<file path="src/hw/charge_seq_pkg.sv">
// shared types and constants for the battery charge cycle sequencer
package charge_seq_pkg;

   // clock and timer base
   localparam int unsigned CLK_PERIOD_NS = 10;
   localparam int unsigned TICK_NS       = 1000;
   localparam int unsigned TICK_CYCLES   =
      (TICK_NS + CLK_PERIOD_NS - 1) / CLK_PERIOD_NS;
   localparam int unsigned TIMER_W       = 36;

   // bad cell limit: one-half hour, counted in 1 us ticks
   localparam longint unsigned BAD_CELL_MIN   = 30;
   localparam longint unsigned BAD_CELL_TICKS =
      BAD_CELL_MIN * 60 * 1000 * 1000 * 1000 / TICK_NS;
   // safety timer: four hours
   localparam longint unsigned SAFETY_HOURS   = 4;
   localparam longint unsigned SAFETY_TICKS   =
      SAFETY_HOURS * 3600 * 1000 * 1000 * 1000 / TICK_NS;
   // recharge filter: strictly more than 1.3 ms
   localparam longint unsigned RECHARGE_NS    = 1300000;
   localparam longint unsigned RECHARGE_TICKS = RECHARGE_NS / TICK_NS + 1;

   // comparator flags from the analog front end
   typedef struct packed {
      logic bus_above_rise;   // bus input above 3.8 V
      logic bus_above_out;    // bus input 50 mV above system output
      logic bus_below_fall;   // bus input below 3.7 V
      logic bus_below_out;    // bus input 50 mV below system output
      logic below_trickle;    // battery below trickle_threshold
      logic cv_mode;          // charger loop in constant voltage
      logic below_c10;        // charge current below one tenth
      logic below_recharge;   // battery below recharge_threshold
      logic current_limit;    // input current limit active
      logic temp_fault;       // thermistor out of range
      logic over_budget;      // load uses all of the input budget
   } comparator_flags_t;

   localparam int unsigned FLAG_W = $bits(comparator_flags_t);

   typedef enum logic [2:0] {
      st_idle, st_trickle, st_const_current, st_const_voltage,
      st_done, st_bad_cell
   } charge_state_t;

   typedef enum logic [1:0] {
      cmd_off, cmd_trickle, cmd_full
   } charge_cmd_t;

   typedef struct packed {
      charge_state_t state;
      charge_cmd_t   cmd;
      logic          path_enable;   // input current limit path on
      logic          prev_path;     // path_enable one cycle ago
      logic          status_low;    // charge_status_n pulled low
      logic          recharge_seen; // qualified dip already acted on
   } seq_state_t;

endpackage : charge_seq_pkg

</file>
<file path="src/hw/flag_sync.sv">
// two-stage synchroniser for a vector of comparator flags
`timescale 1ns/1ps
module flag_sync #(
   parameter int unsigned W = 1
) (
   // clock and reset
   input  wire logic         clk,
   input  wire logic         reset,
   // flags
   input  wire logic [W-1:0] d,
   output logic      [W-1:0] q
);

   typedef struct packed {
      logic [W-1:0] first;
      logic [W-1:0] second;
   } sync_state_t;

   sync_state_t s;
   sync_state_t next_s;

   // first stage feeds only the second stage
   always_comb begin
      next_s.first  = d;
      next_s.second = s.first;
   end

   always_ff @(posedge clk or posedge reset) begin
      if (reset) begin
         s <= '0;
      end else begin
         s <= next_s;
      end
   end

   assign q = s.second;

endmodule : flag_sync

</file>
<file path="src/hw/interval_timer.sv">
// saturating interval counter advanced by a divided clock tick
`timescale 1ns/1ps
module interval_timer #(
   parameter int unsigned                                W     = 36,
   parameter logic [W-1:0]                               LIMIT = '1
) (
   // clock and reset
   input  wire logic         clk,
   input  wire logic         reset,
   // control
   input  wire logic         tick,
   input  wire logic         run,
   input  wire logic         clear,
   // status
   output logic      [W-1:0] count,
   output logic              expired
);

   logic [W-1:0] next_count;

   // clear beats run; the count stops at the limit so expiry stays set
   always_comb begin
      next_count = count;
      if (clear) begin
         next_count = '0;
      end else if (run && tick && count < LIMIT) begin
         next_count = count + 1'b1;
      end
   end

   always_ff @(posedge clk or posedge reset) begin
      if (reset) begin
         count <= '0;
      end else begin
         count <= next_count;
      end
   end

   assign expired = (count >= LIMIT);

endmodule : interval_timer

</file>
<file path="src/hw/charge_sequencer.sv">
// charge cycle sequencer: path lockout, charge modes, timers, status pin
`timescale 1ns/1ps
module charge_sequencer #(
   parameter int unsigned     TICK_CYCLES    = charge_seq_pkg::TICK_CYCLES,
   parameter longint unsigned BAD_CELL_TICKS = charge_seq_pkg::BAD_CELL_TICKS,
   parameter longint unsigned SAFETY_TICKS   = charge_seq_pkg::SAFETY_TICKS,
   parameter longint unsigned RECHARGE_TICKS = charge_seq_pkg::RECHARGE_TICKS
) (
   // clock and reset
   input  wire logic                              clk,
   input  wire logic                              reset,
   // comparator flags, raw from the analog side
   input  wire charge_seq_pkg::comparator_flags_t flags,
   // charger and path control
   output logic                                   input_path_enable,
   output logic                                   bus_undervoltage_lockout,
   output charge_seq_pkg::charge_cmd_t            charge_cmd,
   output charge_seq_pkg::charge_state_t          charge_state,
   // open-drain charge_status_n pin
   output logic                                   charge_status_n_out,
   output logic                                   charge_status_n_oe
);

   localparam int unsigned TW = charge_seq_pkg::TIMER_W;

   charge_seq_pkg::comparator_flags_t f;
   charge_seq_pkg::seq_state_t        s;
   charge_seq_pkg::seq_state_t        next_s;
   logic [15:0]                       div_count;
   logic                              tick;
   logic                              path_rise;
   logic                              recharge_qual;
   logic                              recharge_pulse;
   logic                              start_cycle;
   logic                              bad_cell_expired;
   logic                              safety_expired;
   logic [TW-1:0]                     safety_count;

   ////////////////////////////////////////////////////////////////////////
   // flag synchroniser and timer base

   // flags cross from the analog side, so each is synchronised first
   flag_sync #(.W(charge_seq_pkg::FLAG_W)) u_sync (
      .clk   (clk),
      .reset (reset),
      .d     (flags),
      .q     (f)
   );

   // 1 us tick from the system clock keeps timer widths modest
   always_ff @(posedge clk or posedge reset) begin
      if (reset) begin
         div_count <= '0;
      end else if (tick) begin
         div_count <= '0;
      end else begin
         div_count <= div_count + 16'h0001;
      end
   end
   assign tick = (div_count == 16'(TICK_CYCLES - 1));

   ////////////////////////////////////////////////////////////////////////
   // interval timers

   // bad cell timer runs only in trickle and holds during a fault
   interval_timer #(.W(TW), .LIMIT(TW'(BAD_CELL_TICKS))) u_bad_cell (
      .clk     (clk),
      .reset   (reset),
      .tick    (tick),
      .run     (s.state == charge_seq_pkg::st_trickle && !f.temp_fault),
      .clear   (s.state != charge_seq_pkg::st_trickle),
      .count   (),
      .expired (bad_cell_expired)
   );

   // safety timer runs in constant voltage, paused by a fault
   interval_timer #(.W(TW), .LIMIT(TW'(SAFETY_TICKS))) u_safety (
      .clk     (clk),
      .reset   (reset),
      .tick    (tick),
      .run     (s.state == charge_seq_pkg::st_const_voltage
                && !f.temp_fault),
      .clear   (start_cycle || recharge_pulse),
      .count   (safety_count),
      .expired (safety_expired)
   );

   // a dip below the recharge level must outlast the filter
   interval_timer #(.W(TW), .LIMIT(TW'(RECHARGE_TICKS))) u_recharge (
      .clk     (clk),
      .reset   (reset),
      .tick    (tick),
      .run     (f.below_recharge),
      .clear   (!f.below_recharge),
      .count   (),
      .expired (recharge_qual)
   );

   // one action per qualified dip, not one per cycle spent below it
   assign recharge_pulse = recharge_qual && !s.recharge_seen;
   assign path_rise      = s.path_enable && !s.prev_path;
   assign start_cycle    = path_rise
      || (s.state == charge_seq_pkg::st_done && recharge_pulse);

   ////////////////////////////////////////////////////////////////////////
   // sequencer next state

   always_comb begin
      next_s = s;
      next_s.prev_path = s.path_enable;
      // input path hysteresis; falling is checked only while on, rising only while off
      if (s.path_enable && (f.bus_below_fall || f.bus_below_out)) begin
         next_s.path_enable = 1'b0;
      end else if (!s.path_enable && f.bus_above_rise
                   && f.bus_above_out) begin
         next_s.path_enable = 1'b1;
      end
      if (recharge_pulse) begin
         next_s.recharge_seen = 1'b1;
      end else if (!f.below_recharge) begin
         next_s.recharge_seen = 1'b0;
      end
      // charge state
      if (!s.path_enable) begin
         next_s.state      = charge_seq_pkg::st_idle;
      end else if (start_cycle) begin
         next_s.status_low = 1'b1;
         next_s.state      = f.below_trickle
            ? charge_seq_pkg::st_trickle
            : charge_seq_pkg::st_const_current;
      end else begin
         unique case (s.state)
            charge_seq_pkg::st_idle: begin
               next_s.state = charge_seq_pkg::st_idle;
            end
            charge_seq_pkg::st_trickle: begin
               if (bad_cell_expired) begin
                  next_s.state      = charge_seq_pkg::st_bad_cell;
                  next_s.status_low = 1'b0;
               end else if (!f.below_trickle) begin
                  next_s.state = charge_seq_pkg::st_const_current;
               end
            end
            charge_seq_pkg::st_const_current: begin
               if (f.cv_mode) begin
                  next_s.state = charge_seq_pkg::st_const_voltage;
               end
            end
            charge_seq_pkg::st_const_voltage: begin
               if (safety_expired) begin
                  next_s.state      = charge_seq_pkg::st_done;
                  next_s.status_low = 1'b0;
               end else if (f.below_c10 && !f.current_limit
                            && !f.temp_fault) begin
                  next_s.status_low = 1'b0;
               end
            end
            charge_seq_pkg::st_done: begin
               next_s.state = charge_seq_pkg::st_done;
            end
            charge_seq_pkg::st_bad_cell: begin
               next_s.state = charge_seq_pkg::st_bad_cell;
            end
         endcase
      end
      // current command follows the state; faults and budget gate it
      next_s.cmd = charge_seq_pkg::cmd_off;
      if (next_s.path_enable && !f.temp_fault
          && !f.over_budget) begin
         unique case (next_s.state)
            charge_seq_pkg::st_trickle: begin
               next_s.cmd = charge_seq_pkg::cmd_trickle;
            end
            charge_seq_pkg::st_const_current,
            charge_seq_pkg::st_const_voltage: begin
               next_s.cmd = charge_seq_pkg::cmd_full;
            end
            charge_seq_pkg::st_idle,
            charge_seq_pkg::st_done,
            charge_seq_pkg::st_bad_cell: begin
               next_s.cmd = charge_seq_pkg::cmd_off;
            end
         endcase
      end
   end

   // state register; reset parks idle with the status pin released
   always_ff @(posedge clk or posedge reset) begin
      if (reset) begin
         s <= '{state: charge_seq_pkg::st_idle,
                cmd: charge_seq_pkg::cmd_off,
                default: 1'b0};
      end else begin
         s <= next_s;
      end
   end

   ////////////////////////////////////////////////////////////////////////
   // outputs

   // open drain: the pin is only ever pulled low, never driven high
   assign charge_status_n_out      = 1'b0;
   assign charge_status_n_oe       = s.status_low;
   assign input_path_enable        = s.path_enable;
   assign bus_undervoltage_lockout = !s.path_enable;
   assign charge_cmd               = s.cmd;
   assign charge_state             = s.state;
endmodule : charge_sequencer

</file>
<file path="config.mk">
export PLATFORM = sky130hd
export DESIGN_NAME = charge_sequencer
export DESIGN_NICKNAME = d
export VERILOG_FILES = /design/src/hw/charge_seq_pkg.sv /design/src/hw/flag_sync.sv /design/src/hw/interval_timer.sv /design/src/hw/charge_sequencer.sv
export SDC_FILE = /design/constraint.sdc
export NUM_CORES = 1
export LEC_CHECK = 0
export ABC_CLOCK_PERIOD_IN_PS = 3990
export CORE_MARGIN = 8
export CORE_UTILIZATION = 50
export CTS_BUF_LIST = sky130_fd_sc_hd__clkbuf_8
export CTS_CLUSTER_DIAMETER = 50
export DETAILED_ROUTE_END_ITERATION = 16
export DONT_BUFFER_PORTS = 1
export HOLD_SLACK_MARGIN = 0.1
export PLACE_DENSITY = 0.63
export SYNTH_ARGS = -nofsm -noshare
export SYNTH_HDL_FRONTEND = slang
export SYNTH_HIERARCHICAL = 1
export SYNTH_SLANG_ARGS = --single-unit
</file>
<file path="constraint.sdc">
create_clock -name clk -period 3.99 [get_ports clk]
set_clock_uncertainty 0.2 [all_clocks]
set_input_delay 0.798 -clock clk [delete_from_list [all_inputs] [get_ports clk]]
set_output_delay 0.798 -clock clk [all_outputs]
set_load 0.005 [all_outputs]
</file>
# == After elaboration in Yosys (flattened, before gate mapping) ==
# Cells that the tools add are included.
# totals
out_inout_bits,9
inputBits,13
regBits,155
# op_classes
add_sub_neg,4
n_reduce_logical,35
n_mux,26
n_eq_ne,16
order_cmp,6
# ops
operator,count
2-to-1 mux 36 bit,6
adder 36 x 1 -> 36 bit (second input constant),3
>= comparator 36 x 11 -> 1 bit (second input constant),1
>= comparator 36 x 31 -> 1 bit (second input constant),1
>= comparator 36 x 34 -> 1 bit (second input constant),1
< comparator 36 x 11 -> 1 bit (second input constant),1
< comparator 36 x 31 -> 1 bit (second input constant),1
< comparator 36 x 34 -> 1 bit (second input constant),1
logical AND 1 bit,18
2-to-1 mux 3 bit,6
one-hot mux 3 bit (6 select lines),1
adder 16 x 1 -> 16 bit (second input constant),1
== test 16 x 7 -> 1 bit (second input constant),1
2-to-1 mux 16 bit,1
== test 3 x 2 -> 1 bit (second input constant),4
== test 3 bit (second input constant),4
2-to-1 mux 1 bit,8
== test 3 x 1 -> 1 bit (second input constant),2
logical NOT 1 bit,6
logical NOT 3 bit,2
one-hot mux 2 bit (3 select lines),1
2-to-1 mux 2 bit,2
!= test 4 x 3 -> 1 bit (second input constant),1
AND reduction 4 bit,1
10 further kinds,13

# == Logic depth before layout (Yosys ltp) ==
# Gate-level depths: netlist (run 1).
# depth
depth_word,10
mapped_depth,13
depth_no_buf,12

# == Hierarchy ==
# The synthesis (run 1) kept the hierarchy.
# modules_own_cells
module,area_each_um2,cells_each,seq_area_each_um2,n_inst
interval_timer at u_safety,2175.8,236,900.9,1
interval_timer at u_bad_cell,1988.2,209,900.9,1
interval_timer at u_recharge,1562.7,139,900.9,1
charge_sequencer,1305.0,132,625.6,1
flag_sync,554.3,23,550.5,1

# == Least setup slack after synthesis (run 1) ==
# Ideal clock, no wire load.
# synth_path
path_kind,register -> register
startpoint,reg div_count[11]
endpoint,reg u_safety.count[27]
setup_ns,0.128
slack_ns,0.845
required_time_ns,3.662
arrival_time_ns,2.817
path_stages_with_launch,11
path_cell_list,dfrtp_1 > or4_1 > nor4_1 > and4_1 > buf_4 > o2111ai_2 > or2_1 > a21o_4 > buf_6 > nor4_1 > mux2_1
# synth_via
elab_chain_cells,4
# synth_rtl
element,line_no,rtl
"start, declared",charge_sequencer.sv:29,logic [15:0] div_count;
"start signal, assigned",charge_sequencer.sv:57,div_count <= div_count + 16'h0001;
== test 16 x 7 -> 1 bit,charge_sequencer.sv:60,assign tick = (div_count == 16'(TICK_CYCLES - 1));
via tick,charge_sequencer.sv:30,logic tick;
logical AND 1 bit (2 in a row),interval_timer.sv:26,end else if (run && tick && count < LIMIT) begin
nonzero test 2 bit (no source line),n/a,
"end signal, assigned",interval_timer.sv:35,count <= next_count;
"end, declared",interval_timer.sv:15,"output logic [W-1:0] count,"
# The timed path passes the listed nets, and every way through them passes these cells.
# A chain may end at the register's enable or synchronous reset.

# == Worst setup path after layout (run 1) ==
# layout_path
startpoint,reg div_count[11]
endpoint,reg u_safety.count[27]
# layout_via
elab_chain_cells,4
# layout_rtl
element,line_no
== test 16 x 7 -> 1 bit,charge_sequencer.sv:60
logical AND 1 bit (2 in a row),interval_timer.sv:26
nonzero test 2 bit (no source line),n/a
# No other way between the ends.

==> results of run 1 <==
[how the worst max path moves through the flow]
stage / from / end / cells past startpoint
floorplan: div_count[11] / u_safety/count[27] / 10
global placement: div_count[11] / u_safety/count[27] / 8
detailed placement: div_count[11] / u_safety/count[27] / 8
CTS: div_count[11] / u_safety/count[27] / 8
global route: div_count[11] / u_safety/count[27] / 8
finish: div_count[11] / u_safety/count[27] / 8
[cell usage after synthesis (all sizes together), types with 20 or more instances]
library cell | n | area share
a21oi | 37 | 0.025
buf | 21 | 0.020
dfrtp | 155 | 0.51
inv | 34 | 0.017
nand2 | 51 | 0.026
nand3 | 45 | 0.030
nand4 | 20 | 0.021
nor2 | 61 | 0.030
nor2b | 35 | 0.029
o31ai | 22 | 0.022
or4 | 28 | 0.029
xnor2 | 20 | 0.023
xor2 | 27 | 0.031
[state kept, by name, indices dropped and copies added, names as in the netlist]
register            flops
charge_state            3
u_sync/next_s          11
s                       2
u_sync/q               11
u_safety/count         36
div_count              16
u_recharge/count       36
input_path_enable       1
charge_cmd              2
u_bad_cell/count       36
charge_status_n_oe      1
[placed cells by master, fill, tap and decap left out, types with 3 or more instances in the layout]
cell type     n
clkbuf_8     18
or2_2         4
xor2_1       27
nand3_1      45
and2_1        3
xnor2_1      20
or3_1        18
nand4_1      16
a21oi_1      36
o21ai_0      16
o31ai_1      22
nor2b_1      35
buf_4         9
nand2_1      50
and4_1        6
nand3b_1      3
ha_1          9
bufinv_16     3
dfrtp_1     155
clkinvlp_4    5
or4_1        26
nand2b_1      9
mux2i_1       5
nand4_2       3
nor4_1       14
and3_1       14
nor2_1       61
nor3b_1       3
inv_1        33
a211oi_1      5
nor3_1       13
[area by class of cell]
type,instances,area share
clock buffers,18,0.0306
inverters,34,0.0158
clock inverters,14,0.0212
repair buffers,9,0.00835
flip-flops and latches,155,0.480
well taps,188,0.0291
multi-input cells,517,0.415
[power by group through the flow]
| stage | Clock, mW | Sequential, mW | Combinational, mW |
|---|---|---|---|
| after floorplan | 0 | 1.62 | 0.0671 |
| after global placement | 0 | 1.63 | 0.0781 |
| after detailed placement | 0 | 1.63 | 0.0796 |
| after CTS | 1.27 | 1.59 | 0.0801 |
| after global routing | 1.34 | 1.60 | 0.0903 |
| final | 1.24 | 1.59 | 0.0767 |
[per-stage QoR]
step	worst slack [ns]	power, mW
after floorplan	0.845	1.69
after global placement	0.815	1.70
after detailed placement	0.743	1.71
after CTS	0.724	2.95
after global routing	0.498	3.03
final	0.724	2.91
[worst max-delay path: cells and delay by family, from the launching register on]
kind,cells,cell delay (ns)
DFF,1,0.44
and+or+nand+nor,5,1.64
muxes,1,0.35
AOI/OAI and AO/OA,2,0.51
[kinds of logic (layout without fill, tap and decap cells)]
group                      count (synthesis)  in the layout  share of synthesized area
AOI/OAI and AO/OA                        109            109                      0.100
and+or+nand+nor                          345            345                      0.265
other                                      1              1                   0.000494
adders and majority gates                  9              9                     0.0148
buffers and inverters                     67             75                     0.0459
xor gates and xnor gates                  47             47                     0.0543
muxes                                      6              6                    0.00808
DFF                                      155            155                      0.511
[per-layer routing]
metal | track usage | up-vias | wire [um]
li1 | - | 2616 | -
met1 | 0.215 | 2679 | 7000
met2 | 0.248 | 97 | 6930
met3 | 0.0334 | 14 | 471
met4 | 0.0601 | 0 | 205
met5 | 0 | - | 0
==> impl_metrics.csv, run 1 <==
group,metric,value,unit
outcome,status,"complete, no violations",
worst_setup_path,crit_path_end_kind,"register",
power,p_switching,0.679,mW
cts,hold_buffers,0,
power,combPwrFrac,0.026,
die,io_pins,22,
sta,whs,0.127,ns
cells_and_area,drive_gt1_frac,0.0964,
route,first_pass_iters,5,
cells_and_area,multi_input_area,3360,um2
global_routing,grt_max_degree,38,
power,p_int,2.23,mW
global_routing,grt_pass1_vias,5145,
sta,period_needed,3.27,ns
route,wl_per_cell,15.6,um
synth,synth_flop_cell,"dfrtp_1",
synth,netlist_instances,739,
worst_setup_path,r2r-end,"u_safety/count[27]",
die,std_cell_rows,45,
worst_setup_path,worstRegToRegCells,8,
worst_setup_path,timing.critical_path.mode_cell,"nor4_1",
synth,yosysWarnings,6,
cells_and_area,antenna_cells,0,
power,power.share.switching,0.233,
sta,period_share,0.819,
power,ir_drop,271,uV
synth,synth_nets,761,
synth,synth_edf_count,0,
placed_design,gp_congestion,0.810,
job,maxCapViolCount,0,
worst_setup_path,slowest_stage,"or4_1",
power,p_leak,3.35,nW
global_routing,grt_pass1_wl,25400,um
worst_setup_path,cp_max_fo,32,
cts,clock_path_buffers,2,
sta,worst_pin_slew,1.03,ns
worst_setup_path,rrSetupSlack,0.72,ns
route,drc,0,
global_routing,grt_usage,0.159,
synth,synth_area_per_cell,10.3,um2
synth,synth_seq_cells,155,
route,wirelength,14600,um
sta,tns,0,ns
global_routing,grt-ovfl-total,0,
power,power_frac_seq,0.547,
synth,synth_area,7590,um2
worst_setup_path,cp.required,4.12,ns
cells_and_area,nNetsFinal,756,
worst_setup_path,cp_cell_sequence,"or4_1, nor4_1, and4_1, o2111ai_2, or2_1, a21o_4, nor4_1, mux2_1",
worst_setup_path,path_class,"reg -> reg",
power,power.density,360,nW/um2
placed_design,dpl.hpwl,9860,um
worst_setup_path,worst_ep_arrival_time,3.40,ns
worst_setup_path,start_kind,"register",
die,die_w,139,um
cells_and_area,fill_cells,1300,
route,vias,5406,
cts,ctsResizeCount,0,
die,core,15000,um2
global_routing,grt_antenna_before_repair,0,
synth,async_flop_share,1.00,
cells_and_area,area_growth,6.61,%
cells_and_area,register_area,3880,um2
placed_design,placed_cell_area,7670,um2
synth,synth-seq-area-share,0.511,
sta,setup_viol,0,
worst_hold_path,hold_class,"in -> async",
sta,rsz0062_at_grt,"false",
cts,cts_tree,"done",
placed_design,dpl.cell_count,903,
worst_setup_path,critPathMaxStageDelay,0.51,ns
sta,relSlewSlack,0.310,
cts,cts.sinks,155,
route,drt_iter0_markers,368,
cts,htreeDepth,4,
sta,final-hold-violation-count,0,
synth,synth.distinct_cells,75,
route,ant_nets,0,
cells_and_area,fin_cells,935,
cts,numCtsBuffers,17,
die,fp.dieH,139,um
cts,cts_setup_buffers,0,
route,avgViaCountPerCell,5.78,
placed_design,io_buffers,0,
cells_and_area,final_util,0.538,
cts,clockRootBuffer,"clkbuf_8",
sta,fmax,0.306,GHz
die,initial_utilization,0.505,
die,dieArea,19400,um2
power,clkPwrFrac,0.426,
cts,cts.reportedPaths.clkPinSlew,0.08,ns
cells_and_area,final_area,8090,um2
worst_setup_path,reg2reg_from,"div_count[11]",
cts,insertion_delay,0.45,ns
sta,slew_violations,0,
Note: power is estimated with default switching activity, not from simulation.
==> run 2, diff against run 1 <==
--- a/config.mk
+++ b/config.mk
@@ -5,7 +5,7 @@
 export SDC_FILE = /design/constraint.sdc
 export NUM_CORES = 1
 export LEC_CHECK = 0
-export ABC_CLOCK_PERIOD_IN_PS = 3990
+export ABC_CLOCK_PERIOD_IN_PS = 2900
 export CORE_MARGIN = 8
 export CORE_UTILIZATION = 50
 export CTS_BUF_LIST = sky130_fd_sc_hd__clkbuf_8
@@ -13,7 +13,7 @@
 export DETAILED_ROUTE_END_ITERATION = 16
 export DONT_BUFFER_PORTS = 1
 export HOLD_SLACK_MARGIN = 0.1
-export PLACE_DENSITY = 0.63
+export PLACE_DENSITY = 0.66
 export SYNTH_ARGS = -nofsm -noshare
 export SYNTH_HDL_FRONTEND = slang
 export SYNTH_HIERARCHICAL = 1
==> constraint.sdc (replaced) <==
create_clock -name clk -period 2.9 [get_ports clk]
set_clock_uncertainty 0.2 [all_clocks]
set_input_delay 0.58 -clock clk [delete_from_list [all_inputs] [get_ports clk]]
set_output_delay 0.58 -clock clk [all_outputs]
set_load 0.005 [all_outputs]
==> impl_metrics.csv, run 2 (same netlist as run 1, synthesis figures left out) <==
group,metric,value,unit
cts,cts.sinks,155,
sta,fin_ws,-0.137,ns
cells_and_area,final_common_cell,"dfrtp_1",
sta,final-hold-violation-count,0,
route,vias,5737,
power,p_leak,3.69,nW
worst_setup_path,worstRegToRegCells,8,
cells_and_area,antenna_cells,0,
worst_setup_path,critPathLaunch,"div_count[9]",
worst_setup_path,cp.required,3.09,ns
power,power.density,441,nW/um2
power,p_int,2.86,mW
placed_design,gp_congestion,0.776,
sta,relSlewSlack,0.364,
global_routing,grt_usage,0.169,
sta,slew_violations,0,
worst_setup_path,r2r-end,"u_safety/count[16]",
cells_and_area,multi_input_area,3690,um2
route,avgViaCountPerCell,5.79,
route,drt_iter0_markers,292,
die,die_w,139,um
outcome,failed_checks,"setup timing",
worst_setup_path,cp_max_fo,6,
worst_setup_path,start_kind,"register",
cells_and_area,nNetsFinal,811,
power,p_switching,1.04,mW
worst_setup_path,rrSetupSlack,-0.14,ns
cells_and_area,final_cell_mix,"dfrtp_1, nor2_1, nand2_1",
worst_setup_path,crit_path_end_kind,"register",
sta,worst_pin_slew,0.953,ns
cells_and_area,fill_cells,1229,
global_routing,grt_pass1_vias,5721,
route,drc,0,
cts,clock_path_buffers,2,
power,combPwrFrac,0.035,
placed_design,dpl.hpwl,10700,um
cts,cts_tree,"done",
sta,period_needed,3.04,ns
worst_setup_path,worst_ep_arrival_time,3.22,ns
cells_and_area,register_area,3880,um2
die,dieArea,19400,um2
job,maxCapViolCount,0,
route,ant_nets,0,
sta,fmax,0.329,GHz
global_routing,grt_antenna_before_repair,0,
route,wirelength,16200,um
sta,period_share,1.05,
cts,numCtsBuffers,17,
route,first_pass_iters,5,
die,initial_utilization,0.505,
die,core,15000,um2
sta,tns,-2.03,ns
worst_hold_path,min_from,"u_sync/next_s[10]",
worst_hold_path,hold_class,"reg -> reg",
outcome,status,"complete, but fails checks",
global_routing,grt_max_degree,38,
route,wl_per_cell,16.3,um
sta,setup_viol,37,
placed_design,io_buffers,0,
die,fp.dieH,139,um
cells_and_area,drive_gt1_frac,0.211,
worst_setup_path,path_class,"reg -> reg",
cts,clockRootBuffer,"clkbuf_8",
cells_and_area,area_growth,16.5,%
die,std_cell_rows,45,
cells_and_area,top_regs,"u_bad_cell/count: 36 flops, u_recharge/count: 36 flops, u_safety/count: 36 flops",
power,clkPwrFrac,0.403,
power,power.share.switching,0.267,
global_routing,grt-ovfl-total,0,
cts,htreeDepth,4,
placed_design,place_ws,-0.148,ns
power,ir_drop,407,uV
power,power_frac_seq,0.563,
worst_setup_path,endpoint,"u_safety/count[16]",
sta,rsz0062_at_grt,"true",
cts,insertion_delay,0.45,ns
worst_setup_path,reg2reg_from,"div_count[9]",
global_routing,grt_pass1_wl,26900,um
cts,cts.reportedPaths.clkPinSlew,0.10,ns
die,io_pins,22,
-- run 2: routing by layer --
metal,track usage,up-vias,part of all wire
met5,0,-,0
met4,0.0566,0,0.014
met3,0.0499,24,0.050
met2,0.268,104,0.48
met1,0.217,2880,0.46
li1,-,2729,-
-- run 2: per-stage QoR --
stage | instance area [um2] | cells | total power [mW] | hold slack, ns | util
2_1_floorplan | 7610 | 739 | 2.32 | 0.131 | -
3_3_place_gp | 7960 | 939 | 2.35 | 0.135 | 0.529
3_5_place_dp | 7960 | 939 | 2.35 | 0.136 | 0.529
4_1_cts | 8550 | 986 | 3.94 | 0.157 | 0.569
5_1_grt | 8830 | 990 | 4.06 | 0.168 | 0.588
6_report | 8830 | 990 | 3.89 | 0.150 | 0.588
-- run 2: cell type report --
type                            instances  area share
Clock buffer                           17      0.0265
Clock inverter                         15      0.0169
Inverter                               34      0.0144
Multi-Input combinational cell        519       0.418
Sequential cell                       155       0.439
Tap cell                              188      0.0266
Timing Repair Buffer                   62      0.0582
-- run 2: worst max-delay path: stages, from the launching register on --
cell and delay, ns:
dfrtp_1 0.40, or4_4 0.55, nor4_4 0.22, and4_4 0.28, o2111ai_4 0.14, or2_4 0.32
a21o_4 0.22, or4_4 0.52, a21oi_2 0.13
-- run 2: worst min-delay path by stage --
stage | to | slack, ns | cells after the start
after global placement | u_sync/q[7] | 0.13 | 0
final | u_sync/q[10] | 0.15 | 0
after floorplan | u_sync/q[0] | 0.13 | 0
after detailed placement | u_sync/q[2] | 0.14 | 0
after CTS | u_sync/q[10] | 0.16 | 0
after global routing | u_sync/q[3] | 0.17 | 0
-- run 2: repair_timing --
item / CTS / global route
resized for setup: 16 / 54
gates cloned: 2 / 0
hold buffers: 12 / 0
buffers inserted: 1 / 4
pin swaps: 9 / 26
hold endpoints to repair: 166 / 0
endpoints found under the setup margin: 43 / 57
-- run 2: power groups by stage --
stage                     combinational, mW  clock [mW]  sequential (mW)
after global routing                  0.154        1.71             2.19
after CTS                             0.135        1.62             2.19
after detailed placement              0.120           0             2.23
after floorplan                      0.0924           0             2.23
after global placement                0.116           0             2.23
final                                 0.136        1.57             2.19
